File: src/hdl/dac_pkg.sv
package dac_pkg;
    // AXI byte address width; each register takes one aligned word
    localparam int AXI_AW = 8;
    localparam int IDX_W  = AXI_AW - 2;

    // Register indices; byte address is four times the index
    localparam logic [IDX_W-1:0] IDX_CAH  = 6'h00;
    localparam logic [IDX_W-1:0] IDX_CAL  = 6'h01;
    localparam logic [IDX_W-1:0] IDX_CBH  = 6'h02;
    localparam logic [IDX_W-1:0] IDX_CBL  = 6'h03;
    localparam logic [IDX_W-1:0] IDX_CCH  = 6'h04;
    localparam logic [IDX_W-1:0] IDX_CCL  = 6'h05;
    localparam logic [IDX_W-1:0] IDX_FH   = 6'h06;
    localparam logic [IDX_W-1:0] IDX_FL   = 6'h07;
    localparam logic [IDX_W-1:0] IDX_CTRL = 6'h0C;
    localparam logic [IDX_W-1:0] IDX_STAT = 6'h0E;
    localparam logic [IDX_W-1:0] IDX_CNT  = 6'h0F;

    // Reload values on power-on or a non-end-run reset
    localparam logic [7:0] RST_CAH  = 8'hFF;
    localparam logic [7:0] RST_CAL  = 8'h00;
    localparam logic [7:0] RST_CBH  = 8'h00;
    localparam logic [7:0] RST_CBL  = 8'h00;
    localparam logic [7:0] RST_CCH  = 8'h00;
    localparam logic [7:0] RST_CCL  = 8'h00;
    localparam logic [7:0] RST_CTRL = 8'h00;

    // Control register field positions
    localparam int CTL_EN    = 0;
    localparam int CTL_FULL  = 1;
    localparam int CTL_EVT   = 2;
    localparam int CTL_BEGIN = 3;

    localparam logic [1:0] RESP_OKAY   = 2'h0;
    localparam logic [1:0] RESP_SLVERR = 2'h2;

    typedef struct packed {
        logic [15:0] addr;
        logic [7:0]  data;
        logic        valid;
        logic        cof;
    } dac_cpu_bus_t;

    typedef struct packed {
        logic a;
        logic b;
        logic c;
    } dac_match_t;
endpackage : dac_pkg

File: src/hdl/dac_debug_comparators.sv
// The AXI4-Lite slave port was left to the implementer.
`timescale 1ns/1ps
// What this block does
// - Comparator A high byte is the match value for address bits 15 to 8.
// - Comparator A low byte is the match value for address bits 7 to 0.
// - Comparator B high byte matches address 15 to 8; ignored in full mode.
// - Comparator B low byte matches address 7 to 0, or data 7 to 0 in full mode.
// - Comparator C high byte is the match value for address bits 15 to 8.
// - Comparator C low byte is the match value for address bits 7 to 0.
// - Stored 0 needs the bus bit low, stored 1 needs it high.
// - End-run reset with unit enabled and end-trace selected keeps comparator, control and trace values; match status clears.
// - Trace high byte read returns bits 15 to 8 of the current word.
// - In event-only modes the trace high byte reads as zero.
// - Full mode: A compares address, B data; dual mode: both compare addresses.
// - Reading the trace low byte advances the read pointer to the next word.
// - Event-only modes store comparator B event data, not change-of-flow addresses.
module dac_debug_comparators #(
    parameter int DEPTH = 8
) (
    input  logic                      sys_clk,
    input  logic                      sys_rst,
    input  logic                      por_rst,
    input  dac_pkg::dac_cpu_bus_t     cpu,
    output dac_pkg::dac_match_t       match,
    input  logic [dac_pkg::AXI_AW-1:0] s_axi_awaddr,
    input  logic                      s_axi_awvalid,
    output logic                      s_axi_awready,
    input  logic [31:0]               s_axi_wdata,
    input  logic [3:0]                s_axi_wstrb,
    input  logic                      s_axi_wvalid,
    output logic                      s_axi_wready,
    output logic [1:0]                s_axi_bresp,
    output logic                      s_axi_bvalid,
    input  logic                      s_axi_bready,
    input  logic [dac_pkg::AXI_AW-1:0] s_axi_araddr,
    input  logic                      s_axi_arvalid,
    output logic                      s_axi_arready,
    output logic [31:0]               s_axi_rdata,
    output logic [1:0]                s_axi_rresp,
    output logic                      s_axi_rvalid,
    input  logic                      s_axi_rready
);
    import dac_pkg::*;

    localparam int PTR_W = $clog2(DEPTH);

    ////////////////////////////////////////////////////////////////////////////
    // Reset qualification
    logic [7:0]       cah_r, cal_r, cbh_r, cbl_r, cch_r, ccl_r, ctrl_r;
    logic             unit_en, full_mode, event_mode, end_run;
    logic             keep_all, reload, bus_rst;

    assign unit_en    = ctrl_r[CTL_EN];
    assign full_mode  = ctrl_r[CTL_FULL];
    assign event_mode = ctrl_r[CTL_EVT];
    assign end_run    = unit_en && !ctrl_r[CTL_BEGIN];
    assign keep_all   = sys_rst && !por_rst && end_run;
    assign reload     = por_rst || (sys_rst && !end_run);
    assign bus_rst    = sys_rst || por_rst;

    ////////////////////////////////////////////////////////////////////////////
    // AXI4-Lite write channel
    logic                 aw_held_r, w_held_r, bvalid_r;
    logic [IDX_W-1:0]     aw_idx_r;
    logic [7:0]           wdat_r;
    logic                 wlane_r;
    logic [1:0]           bresp_r;
    logic                 wr_go;

    function automatic logic idx_mapped(input logic [IDX_W-1:0] idx);
        idx_mapped = (idx <= IDX_FL) || (idx == IDX_CTRL) || (idx == IDX_STAT)
                     || (idx == IDX_CNT);
    endfunction : idx_mapped

    assign s_axi_awready = !aw_held_r && !bvalid_r;
    assign s_axi_wready  = !w_held_r && !bvalid_r;
    assign s_axi_bvalid  = bvalid_r;
    assign s_axi_bresp   = bresp_r;
    assign wr_go         = aw_held_r && w_held_r && !bvalid_r;

    always_ff @(posedge sys_clk) begin
        if (bus_rst) begin
            aw_held_r <= 1'b0;
            aw_idx_r  <= '0;
        end else if (s_axi_awvalid && s_axi_awready) begin
            aw_held_r <= 1'b1;
            aw_idx_r  <= s_axi_awaddr[AXI_AW-1:2];
        end else if (wr_go) begin
            aw_held_r <= 1'b0;
        end
    end

    always_ff @(posedge sys_clk) begin
        if (bus_rst) begin
            w_held_r <= 1'b0;
            wdat_r   <= '0;
            wlane_r  <= 1'b0;
        end else if (s_axi_wvalid && s_axi_wready) begin
            w_held_r <= 1'b1;
            wdat_r   <= s_axi_wdata[7:0];
            wlane_r  <= s_axi_wstrb[0];
        end else if (wr_go) begin
            w_held_r <= 1'b0;
        end
    end

    always_ff @(posedge sys_clk) begin
        if (bus_rst) begin
            bvalid_r <= 1'b0;
            bresp_r  <= RESP_OKAY;
        end else if (wr_go) begin
            bvalid_r <= 1'b1;
            bresp_r  <= idx_mapped(aw_idx_r) ? RESP_OKAY : RESP_SLVERR;
        end else if (s_axi_bready) begin
            bvalid_r <= 1'b0;
        end
    end

    ////////////////////////////////////////////////////////////////////////////
    // Comparator value and control registers
    // Writes are shut out while an end-run reset keeps the values
    logic reg_we;
    assign reg_we = wr_go && wlane_r;

    always_ff @(posedge sys_clk) begin
        if (reload) begin
            cah_r  <= RST_CAH;
            cal_r  <= RST_CAL;
            cbh_r  <= RST_CBH;
            cbl_r  <= RST_CBL;
            cch_r  <= RST_CCH;
            ccl_r  <= RST_CCL;
            ctrl_r <= RST_CTRL;
        end else if (!keep_all && reg_we) begin
            case (aw_idx_r)
                IDX_CAH:  cah_r  <= wdat_r;
                IDX_CAL:  cal_r  <= wdat_r;
                IDX_CBH:  cbh_r  <= wdat_r;
                IDX_CBL:  cbl_r  <= wdat_r;
                IDX_CCH:  cch_r  <= wdat_r;
                IDX_CCL:  ccl_r  <= wdat_r;
                IDX_CTRL: ctrl_r <= {4'h0, wdat_r[3:0]};
                default: ;
            endcase
        end
    end

    ////////////////////////////////////////////////////////////////////////////
    // Comparators, sampled one cycle after the CPU bus cycle
    dac_match_t match_r;
    dac_match_t hit;

    always_comb begin
        hit.a = cpu.valid && unit_en && (cpu.addr == {cah_r, cal_r});
        hit.b = cpu.valid && unit_en && (full_mode ? (cpu.data == cbl_r)
                                                   : (cpu.addr == {cbh_r, cbl_r}));
        hit.c = cpu.valid && unit_en && (cpu.addr == {cch_r, ccl_r});
    end

    logic [15:0] addr_q_r;
    logic [7:0]  data_q_r;
    logic        cof_q_r;

    always_ff @(posedge sys_clk) begin
        if (bus_rst) begin
            match_r  <= '0;
            addr_q_r <= '0;
            data_q_r <= '0;
            cof_q_r  <= 1'b0;
        end else begin
            match_r  <= hit;
            addr_q_r <= cpu.addr;
            data_q_r <= cpu.data;
            cof_q_r  <= cpu.valid && cpu.cof;
        end
    end

    assign match = match_r;

    ////////////////////////////////////////////////////////////////////////////
    // Trace buffer
    logic [15:0]      mem_r [DEPTH];
    logic [PTR_W-1:0] wptr_r, rptr_r;
    logic [PTR_W:0]   cnt_r;
    logic             push, pop, not_full, not_empty;
    logic [15:0]      push_word, head;
    logic             ar_hs;

    assign ar_hs     = s_axi_arvalid && s_axi_arready;
    assign not_full  = cnt_r != (PTR_W+1)'(DEPTH);
    assign not_empty = cnt_r != '0;
    assign head      = mem_r[rptr_r];
    // Event mode stores comparator B data, otherwise change-of-flow addresses
    assign push      = unit_en && not_full && (event_mode ? match_r.b : cof_q_r);
    assign push_word = event_mode ? {8'h00, data_q_r} : addr_q_r;
    assign pop       = ar_hs && (s_axi_araddr[AXI_AW-1:2] == IDX_FL) && not_empty;

    always_ff @(posedge sys_clk) begin
        if (reload) begin
            wptr_r <= '0;
            rptr_r <= '0;
            cnt_r  <= '0;
        end else if (!keep_all) begin
            if (push) begin
                wptr_r <= wptr_r + 1'b1;
            end
            if (pop) begin
                rptr_r <= rptr_r + 1'b1;
            end
            cnt_r <= cnt_r + (PTR_W+1)'(push) - (PTR_W+1)'(pop);
        end
    end

    always_ff @(posedge sys_clk) begin
        if (reload) begin
            for (int i = 0; i < DEPTH; i++) begin
                mem_r[i] <= '0;
            end
        end else if (!keep_all && push) begin
            mem_r[wptr_r] <= push_word;
        end
    end

    ////////////////////////////////////////////////////////////////////////////
    // AXI4-Lite read channel
    logic        rvalid_r;
    logic [31:0] rdata_r;
    logic [1:0]  rresp_r;
    logic [7:0]  rd_val;

    assign s_axi_arready = !rvalid_r;
    assign s_axi_rvalid  = rvalid_r;
    assign s_axi_rdata   = rdata_r;
    assign s_axi_rresp   = rresp_r;

    always_comb begin
        rd_val = 8'h00;
        case (s_axi_araddr[AXI_AW-1:2])
            IDX_CAH:  rd_val = cah_r;
            IDX_CAL:  rd_val = cal_r;
            IDX_CBH:  rd_val = cbh_r;
            IDX_CBL:  rd_val = cbl_r;
            IDX_CCH:  rd_val = cch_r;
            IDX_CCL:  rd_val = ccl_r;
            IDX_FH:   rd_val = (not_empty && !event_mode) ? head[15:8] : 8'h00;
            IDX_FL:   rd_val = not_empty ? head[7:0] : 8'h00;
            IDX_CTRL: rd_val = ctrl_r;
            IDX_STAT: rd_val = {5'h00, match_r};
            IDX_CNT:  rd_val = 8'((PTR_W+1)'(cnt_r));
            default:  rd_val = 8'h00;
        endcase
    end

    always_ff @(posedge sys_clk) begin
        if (bus_rst) begin
            rvalid_r <= 1'b0;
            rdata_r  <= '0;
            rresp_r  <= RESP_OKAY;
        end else if (ar_hs) begin
            rvalid_r <= 1'b1;
            rdata_r  <= {24'h000000, rd_val};
            rresp_r  <= idx_mapped(s_axi_araddr[AXI_AW-1:2]) ? RESP_OKAY : RESP_SLVERR;
        end else if (s_axi_rready) begin
            rvalid_r <= 1'b0;
        end
    end
endmodule : dac_debug_comparators

File: config.mk
export PLATFORM = sky130hd
export DESIGN_NAME = dac_debug_comparators
export DESIGN_NICKNAME = d
export VERILOG_FILES = /design/src/hdl/dac_pkg.sv /design/src/hdl/dac_debug_comparators.sv
export SDC_FILE = /design/constraint.sdc
export NUM_CORES = 1
export LEC_CHECK = 0
export BUFFER_PORTS_ARGS = -buffer_cell sky130_fd_sc_hd__buf_2
export CAP_MARGIN = 10
export CORE_AREA = 2 2 158 160
export CTS_CLUSTER_SIZE = 8
export DETAILED_ROUTE_END_ITERATION = 8
export DIE_AREA = 0 0 160 162
export PLACE_DENSITY = 0.73
export SLEW_MARGIN = 0
export SYNTH_ARGS = -nofsm -noshare
export SYNTH_HDL_FRONTEND = slang
export SYNTH_SLANG_ARGS = --single-unit
export TNS_END_PERCENT = 50
File: constraint.sdc
create_clock -name sys_clk -period 3.2 [get_ports sys_clk]
set_input_delay 0.48 -clock sys_clk [delete_from_list [all_inputs] [get_ports sys_clk]]
set_output_delay 0.48 -clock sys_clk [all_outputs]
set_load 0.02 [all_outputs]
==> results of run 1 <==
-- synthesized netlist by cell type, types with 2 or more instances --
library cell,instances
nor2_1,187
o22ai_1,12
nand2_2,4
a222oi_1,4
a21o_1,2
o21ai_0,28
nor4_4,3
buf_1,15
xnor2_1,15
nor2_2,2
xor2_1,47
dfxtp_1,122
nor3_1,21
a221oi_1,5
nor4_1,9
nor2b_1,3
a211oi_1,4
o21a_1,7
nand3_1,32
inv_1,7
nand2_1,77
a21oi_1,33
nand2b_1,15
mux2i_1,64
edfxtp_1,128
buf_4,29
clkbuf_1,24
a22oi_1,4
and2_1,28
mux2_2,8
mux4_2,32
nand3_2,2
and3_1,2
ha_1,7
nand4_1,6
or4_1,2
buf_2,26
-- power by group through the flow --
| stage | sequential (mW) | combinational [mW] | clock [mW] |
|---|---|---|---|
| 4_1_cts | 3.47 | 0.380 | 3.57 |
| 3_3_place_gp | 3.52 | 0.373 | 0 |
| 3_5_place_dp | 3.53 | 0.378 | 0 |
| 6_report | 3.47 | 0.381 | 3.51 |
| 5_1_grt | 3.47 | 0.411 | 3.71 |
| 2_1_floorplan | 3.51 | 0.264 | 0 |
-- how the worst max path moves through the flow --
stage,to,slack (ns),cells after the start
finish,cnt_r[1]$_SDFFE_PP0N_,0.70,10
global placement,cnt_r[1]$_SDFFE_PP0N_,0.28,10
CTS,mem_r[6][3]$_SDFFCE_PN0P_,0.72,8
global route,cnt_r[3]$_SDFFE_PP0N_,0.53,10
detailed placement,cnt_r[1]$_SDFFE_PP0N_,0.23,10
floorplan,cnt_r[1]$_SDFFE_PP0N_,0.51,9
-- routing by layer --
| metal | routed length, um | GRT usage (%) |
|---|---|---|
| met3 | 1970 | 3.75 |
| met5 | 0 | 0 |
| met4 | 654 | 6.59 |
| met2 | 14500 | 39.4 |
| met1 | 11600 | 28.1 |
-- layout by cell type (no fill, tap or decap), drive strengths merged, types with 2 or more instances in the layout --
| cell type | synthesis | layout |
|---|---|---|
| nor2 | 189 | 189 |
| edfxtp | 128 | 128 |
| dfxtp | 122 | 122 |
| buf | 70 | 108 |
| nand2 | 81 | 81 |
| mux2i | 64 | 64 |
| clkbuf | 24 | 54 |
| xor2 | 47 | 47 |
| nand3 | 34 | 34 |
| a21oi | 33 | 33 |
| mux4 | 32 | 32 |
| o21ai | 28 | 28 |
| and2 | 28 | 28 |
| conb | 1 | 26 |
| nor3 | 22 | 22 |
| nand2b | 15 | 15 |
| xnor2 | 15 | 15 |
| o22ai | 12 | 12 |
| nor4 | 12 | 12 |
| inv | 7 | 10 |
| mux2 | 8 | 8 |
| o21a | 7 | 7 |
| ha | 7 | 7 |
| nand4 | 7 | 7 |
| a221oi | 5 | 5 |
| a211oi | 5 | 5 |
| a22oi | 4 | 4 |
| a222oi | 4 | 4 |
| nor2b | 3 | 3 |
| or4 | 2 | 2 |
| and3 | 2 | 2 |
| a21o | 2 | 2 |
| nor4b | 2 | 2 |
-- state kept, by name (all words and copies together) (netlist names), 3 cells and up, named ones only --
register and count:
wdat_r 8, cch_r 8, aw_idx_r 6, mem_r 128, s_axi_rdata 8, ccl_r 8
cbh_r 8, cal_r 8, ctrl_r 4, addr_q_r 16, cbl_r 8, rptr_r 3
cah_r 8, wptr_r 3, match 3, cnt_r 4, data_q_r 8
-- cell type report --
cell class                 count  area, um^2
clock buffer                  54         990
sequential                   250        6290
inverter                       7        26.3
fill                        2078       10900
tap                          324         405
clock inverter                 4        46.3
multi-input combinational    710        4810
timing repair buffer         108         643
-- stage by stage --
stage               hold WS (ns)  setup WS, ns  utilization, %
floorplan                  0.460         0.507               -
CTS                        0.195         0.715            54.8
global route               0.214         0.527            54.8
detailed placement         0.478         0.231            50.5
global placement           0.470         0.279            50.5
finish                     0.200         0.699            54.8
-- critical path, cell delays in order (launching register included) --
cell     delay (ns)
dfxtp_1        0.33
inv_1          0.09
ha_1           0.24
a21oi_1        0.23
nand2_2        0.10
or3_1          0.39
nand2_1        0.10
ha_1           0.20
fa_1           0.44
o22ai_1        0.18
nor2_1         0.05
-- logic make-up (layout without fill, tap and decap cells) --
family	after synthesis	after routing	synth area share (%)
buf+inv	101	173	4.52
fa+ha+maj	8	8	0.935
compound gates	106	106	5.73
xor+xnor	62	62	4.72
flops	250	250	54.6
other cells	1	26	0.0326
simple gates	404	404	16.8
mux	104	104	12.6
==> impl_metrics.json, run 1 <==
{
  "ys_warn_count": 0,
  "finalHoldViolCount": 0,
  "final_cell_count_no_fill": 1457,
  "grt-ovfl-total": 0,
  "sw_frac_of_total_pct": 22.7,
  "synthFlopType": "edfxtp_1",
  "synth_seq_cells": 250,
  "diodes": 0,
  "hp-class": "in2reg",
  "max_freq_mhz": 400,
  "power_mw": 7.36,
  "cts_buffer_depth": 3,
  "cts_setup_buffers": 0,
  "dp_hpwl_mm": 19.5,
  "antenna_found_initial": 0,
  "whs_endpoint": "cof_q_r$_SDFF_PP0_",
  "vias": 8074,
  "die_w_um": 160,
  "synth_cells": 1036,
  "antenna_left": 0,
  "slew_headroom_pct": 38.0,
  "wl_per_cell_um": 19.7,
  "period_needed_ns": 2.50,
  "crit_type": "reg2reg",
  "grt_max_degree": 56,
  "fin_skew_ns": 0.0136,
  "clk_pin_slew_ns": 0.05,
  "cts_made_buffers": 37,
  "critPathLaunch": "cnt_r[2]$_SDFFE_PP0N_",
  "min_from": "cpu[0]",
  "synth-seq-area-share_pct": 54.6,
  "initial_core_util_pct": 47.7,
  "cts_tree": "built",
  "core_mm2": 0.0241,
  "cts_resized": 0,
  "viasPerCell": 5.54,
  "cellLeakagePower_nw": 4.89,
  "grt_pass1_vias": 8018,
  "dieArea_mm2": 0.0259,
  "fp-row-count": 57,
  "syn-cell-area_mm2": 0.0115,
  "r2r-end": "cnt_r[1]$_SDFFE_PP0N_",
  "tns_ns": 0,
  "clk_latency_ns": 0.51,
  "synth_top_area_share_pct": 33.4,
  "io_buffers": 72,
  "synthArstFlopShare_pct": 0,
  "fin_crit_sh_pct": 78.2,
  "whs_path_depth": 2,
  "drive_above_1_share_pct": 18.7,
  "clockPowerShare_pct": 47.7,
  "maxSlewViolCount": 0,
  "die_h_um": 162,
  "grt_setup_unrepaired": "false",
  "rr_worst_depth": 10,
  "p_per_area_mw_per_mm2": 557,
  "seqPwrFrac_pct": 47.1,
  "dr.pass1.iters": 5,
  "switchingPower_mw": 1.67,
  "gp_congestion": 0.891,
  "cap_violations": 0,
  "ctsHoldBuffers": 0,
  "combPwrFrac_pct": 5.2,
  "r2r_start": "cnt_r[2]$_SDFFE_PP0N_",
  "area_growth_pct": 14.7,
  "grt_pass1_wl_mm": 44.8,
  "worst_pin_slew_ns": 0.930,
  "place_inst": 1399,
  "drt_iter0_markers": 831,
  "synth_area_leaders": "edfxtp_1 (33%), dfxtp_1 (21%), mux4_2 (6.3%), nor2_1 (6.1%), mux2i_1 (5.6%)",
  "outcome": "finished clean",
  "crit_fanout": 4,
  "post_dp_cell_area_mm2": 0.0122,
  "htree_levels": 2,
  "num_io_pins": 130,
  "track_usage_pct": 22.2,
  "p_int_mw": 5.69,
  "root_buffer": "clkbuf_16",
  "layout.nets": 1208,
  "totalWireLength_mm": 28.7,
  "ir_worst_vdd_uv": 397,
  "setup_viol": 0,
  "clock_sinks": 250,
  "synth_edf_count": 128,
  "synth.distinct_cells": 57,
  "arrival_ns": 2.86,
  "final_cell_area_mm2": 0.0132,
  "cp-end-kind": "flip-flop",
  "drcViolationCount": 0,
  "crit_required_ns": 3.56,
  "avgSynthCellArea_um2": 11.1,
  "yosysTopAreaCell": "edfxtp_1",
  "r2r_setup_slack_ns": 0.70,
  "start_kind": "flip-flop"
}
(Power assumes the default switching activity.)
==> run 2: changes to the inputs <==
Clock period 3.2 ns to 2.5 ns, I/O delays scaled along.
==> impl_metrics.json, run 2 (synthesized netlist as in run 1, its figures left out) <==
{
  "layout.nets": 1222,
  "cp-end-kind": "flip-flop",
  "htree_levels": 2,
  "drcViolationCount": 0,
  "setup_viol": 0,
  "crit_required_ns": 2.90,
  "top_regs": "mem_r x128, addr_q_r x16",
  "crit_slowest_cell": "or3_4",
  "antenna_left": 0,
  "cellLeakagePower_nw": 4.97,
  "die_w_um": 160,
  "dp_hpwl_mm": 19.8,
  "layout.cells.most_common": "nor2_1",
  "ir_worst_vdd_uv": 600,
  "grt_pass1_wl_mm": 44.8,
  "largest_reg_flops": 128,
  "drt_iter0_markers": 588,
  "top_register": "mem_r",
  "cts_resized": 0,
  "initial_core_util_pct": 47.7,
  "finish.utilization_pct": 55.4,
  "crit_fanout": 4,
  "path_common_cell": "ha_1",
  "core_mm2": 0.0241,
  "most-common-layout-cells": "nor2_1 (187), edfxtp_1 (128), dfxtp_1 (121)",
  "worst-path-stages": 10,
  "fp-row-count": 57,
  "finalHoldViolCount": 0,
  "root_buffer": "clkbuf_16",
  "rr_worst_depth": 10,
  "whs_path_depth": 2,
  "viasPerCell": 5.56,
  "vias": 8123,
  "clk_pin_slew_ns": 0.05,
  "arrival_ns": 2.72,
  "p_per_area_mw_per_mm2": 693,
  "dr.pass1.iters": 5,
  "antenna_found_initial": 0,
  "cts_setup_buffers": 0,
  "cpLargestDelayFamily": "compound AO/OA/AOI/OAI gates",
  "drive_above_1_share_pct": 19.9,
  "io_buffers": 72,
  "period_needed_ns": 2.32,
  "grt_max_degree": 48,
  "final.setup.worst_slack_ns": 0.182,
  "clock_sinks": 250,
  "slew_headroom_pct": 46.9,
  "diodes": 0,
  "crit_chain": "inv_1 -> ha_1 -> a21oi_2 -> nand2_2 -> or3_4 -> ha_1 -> a21o_1 -> a21oi_1 -> xnor2_1 -> a211oi_1",
  "post_dp_cell_area_mm2": 0.0124,
  "fin_hold_ws_ns": 0.118,
  "track_usage_pct": 22.4,
  "wl_per_cell_um": 19.6,
  "maxSlewViolCount": 0,
  "tns_ns": 0,
  "area_growth_pct": 15.9,
  "dieArea_mm2": 0.0259,
  "fin_skew_ns": 0.0182,
  "fill_cells": 2064,
  "cts_made_buffers": 37,
  "cts_buffer_depth": 3,
  "final_cell_area_mm2": 0.0133,
  "die_h_um": 162,
  "clk_latency_ns": 0.50,
  "cts_tree": "built",
  "ctsHoldBuffers": 0,
  "start_kind": "flip-flop",
  "num_io_pins": 130,
  "crit_buf_inv": 1,
  "gp_congestion": 0.907,
  "hp-class": "in2reg",
  "worst_pin_slew_ns": 0.775,
  "critPathMaxStageDelay_ns": 0.35,
  "fin_crit_sh_pct": 92.7,
  "grt_setup_unrepaired": "false",
  "place_ws_ns": -0.160,
  "crit_type": "reg2reg",
  "totalWireLength_mm": 28.7,
  "max_freq_mhz": 431,
  "cap_violations": 0,
  "outcome": "finished clean",
  "grt-ovfl-total": 0,
  "grt_pass1_vias": 8046
}
[run 2: changes by cell type in the layout (fill, tap and decap cells not counted)]
cell and delta:
or3_4 +1, buf_12 +6, clkbuf_1 -8, or3_1 -1, buf_4 +8, a21oi_1 -1, inv_16 -1, a21oi_2 +1
[run 2: worst paths after layout]
kind	start	end	slack [ns]
setup / recovery	cnt_r[2]$_SDFFE_PP0N_	cnt_r[3]$_SDFFE_PP0N_	0.18
hold / removal	cpu[0]	cof_q_r$_SDFF_PP0_	0.12
setup reg to reg	cnt_r[2]$_SDFFE_PP0N_	cnt_r[3]$_SDFFE_PP0N_	0.18
hold reg to reg	cbh_r[6]$_SDFFE_PP0P_	cbh_r[6]$_SDFFE_PP0P_	0.49
[run 2: report_power, final]
part           leakage (nW)  switching [mW]  internal (mW)  total, mW
clock network         0.480            1.64           2.66       4.30
registers              2.46          0.0453           4.40       4.44
logic                  2.03           0.329          0.179      0.509
total                  4.97            2.02           7.23       9.25
[run 2: layer usage]
layer	track usage, %	up-vias	part of all wire (%)
met5	0	-	0
met4	7.94	0	3.1
met3	3.45	68	7.0
met2	39.2	327	50
met1	28.4	3931	40
li1	-	3797	-
[run 2: stage by stage]
step                power (mW)  std cells
floorplan                 4.84       1061
global placement          5.01       1413
detailed placement        5.02       1413
CTS                       9.31       1462
global route              9.53       1462
finish                    9.25       1462
[run 2: area by class of cell]
cell class	instances	area [um^2]	area share (%)
Clock inverter	3	26.3	0.197
Inverter	7	26.3	0.197
Multi-Input combinational cell	710	4820	36.1
Sequential cell	250	6290	47.1
Tap cell	324	405	3.04
Clock buffer	46	960	7.19
Timing Repair Buffer	122	823	6.17
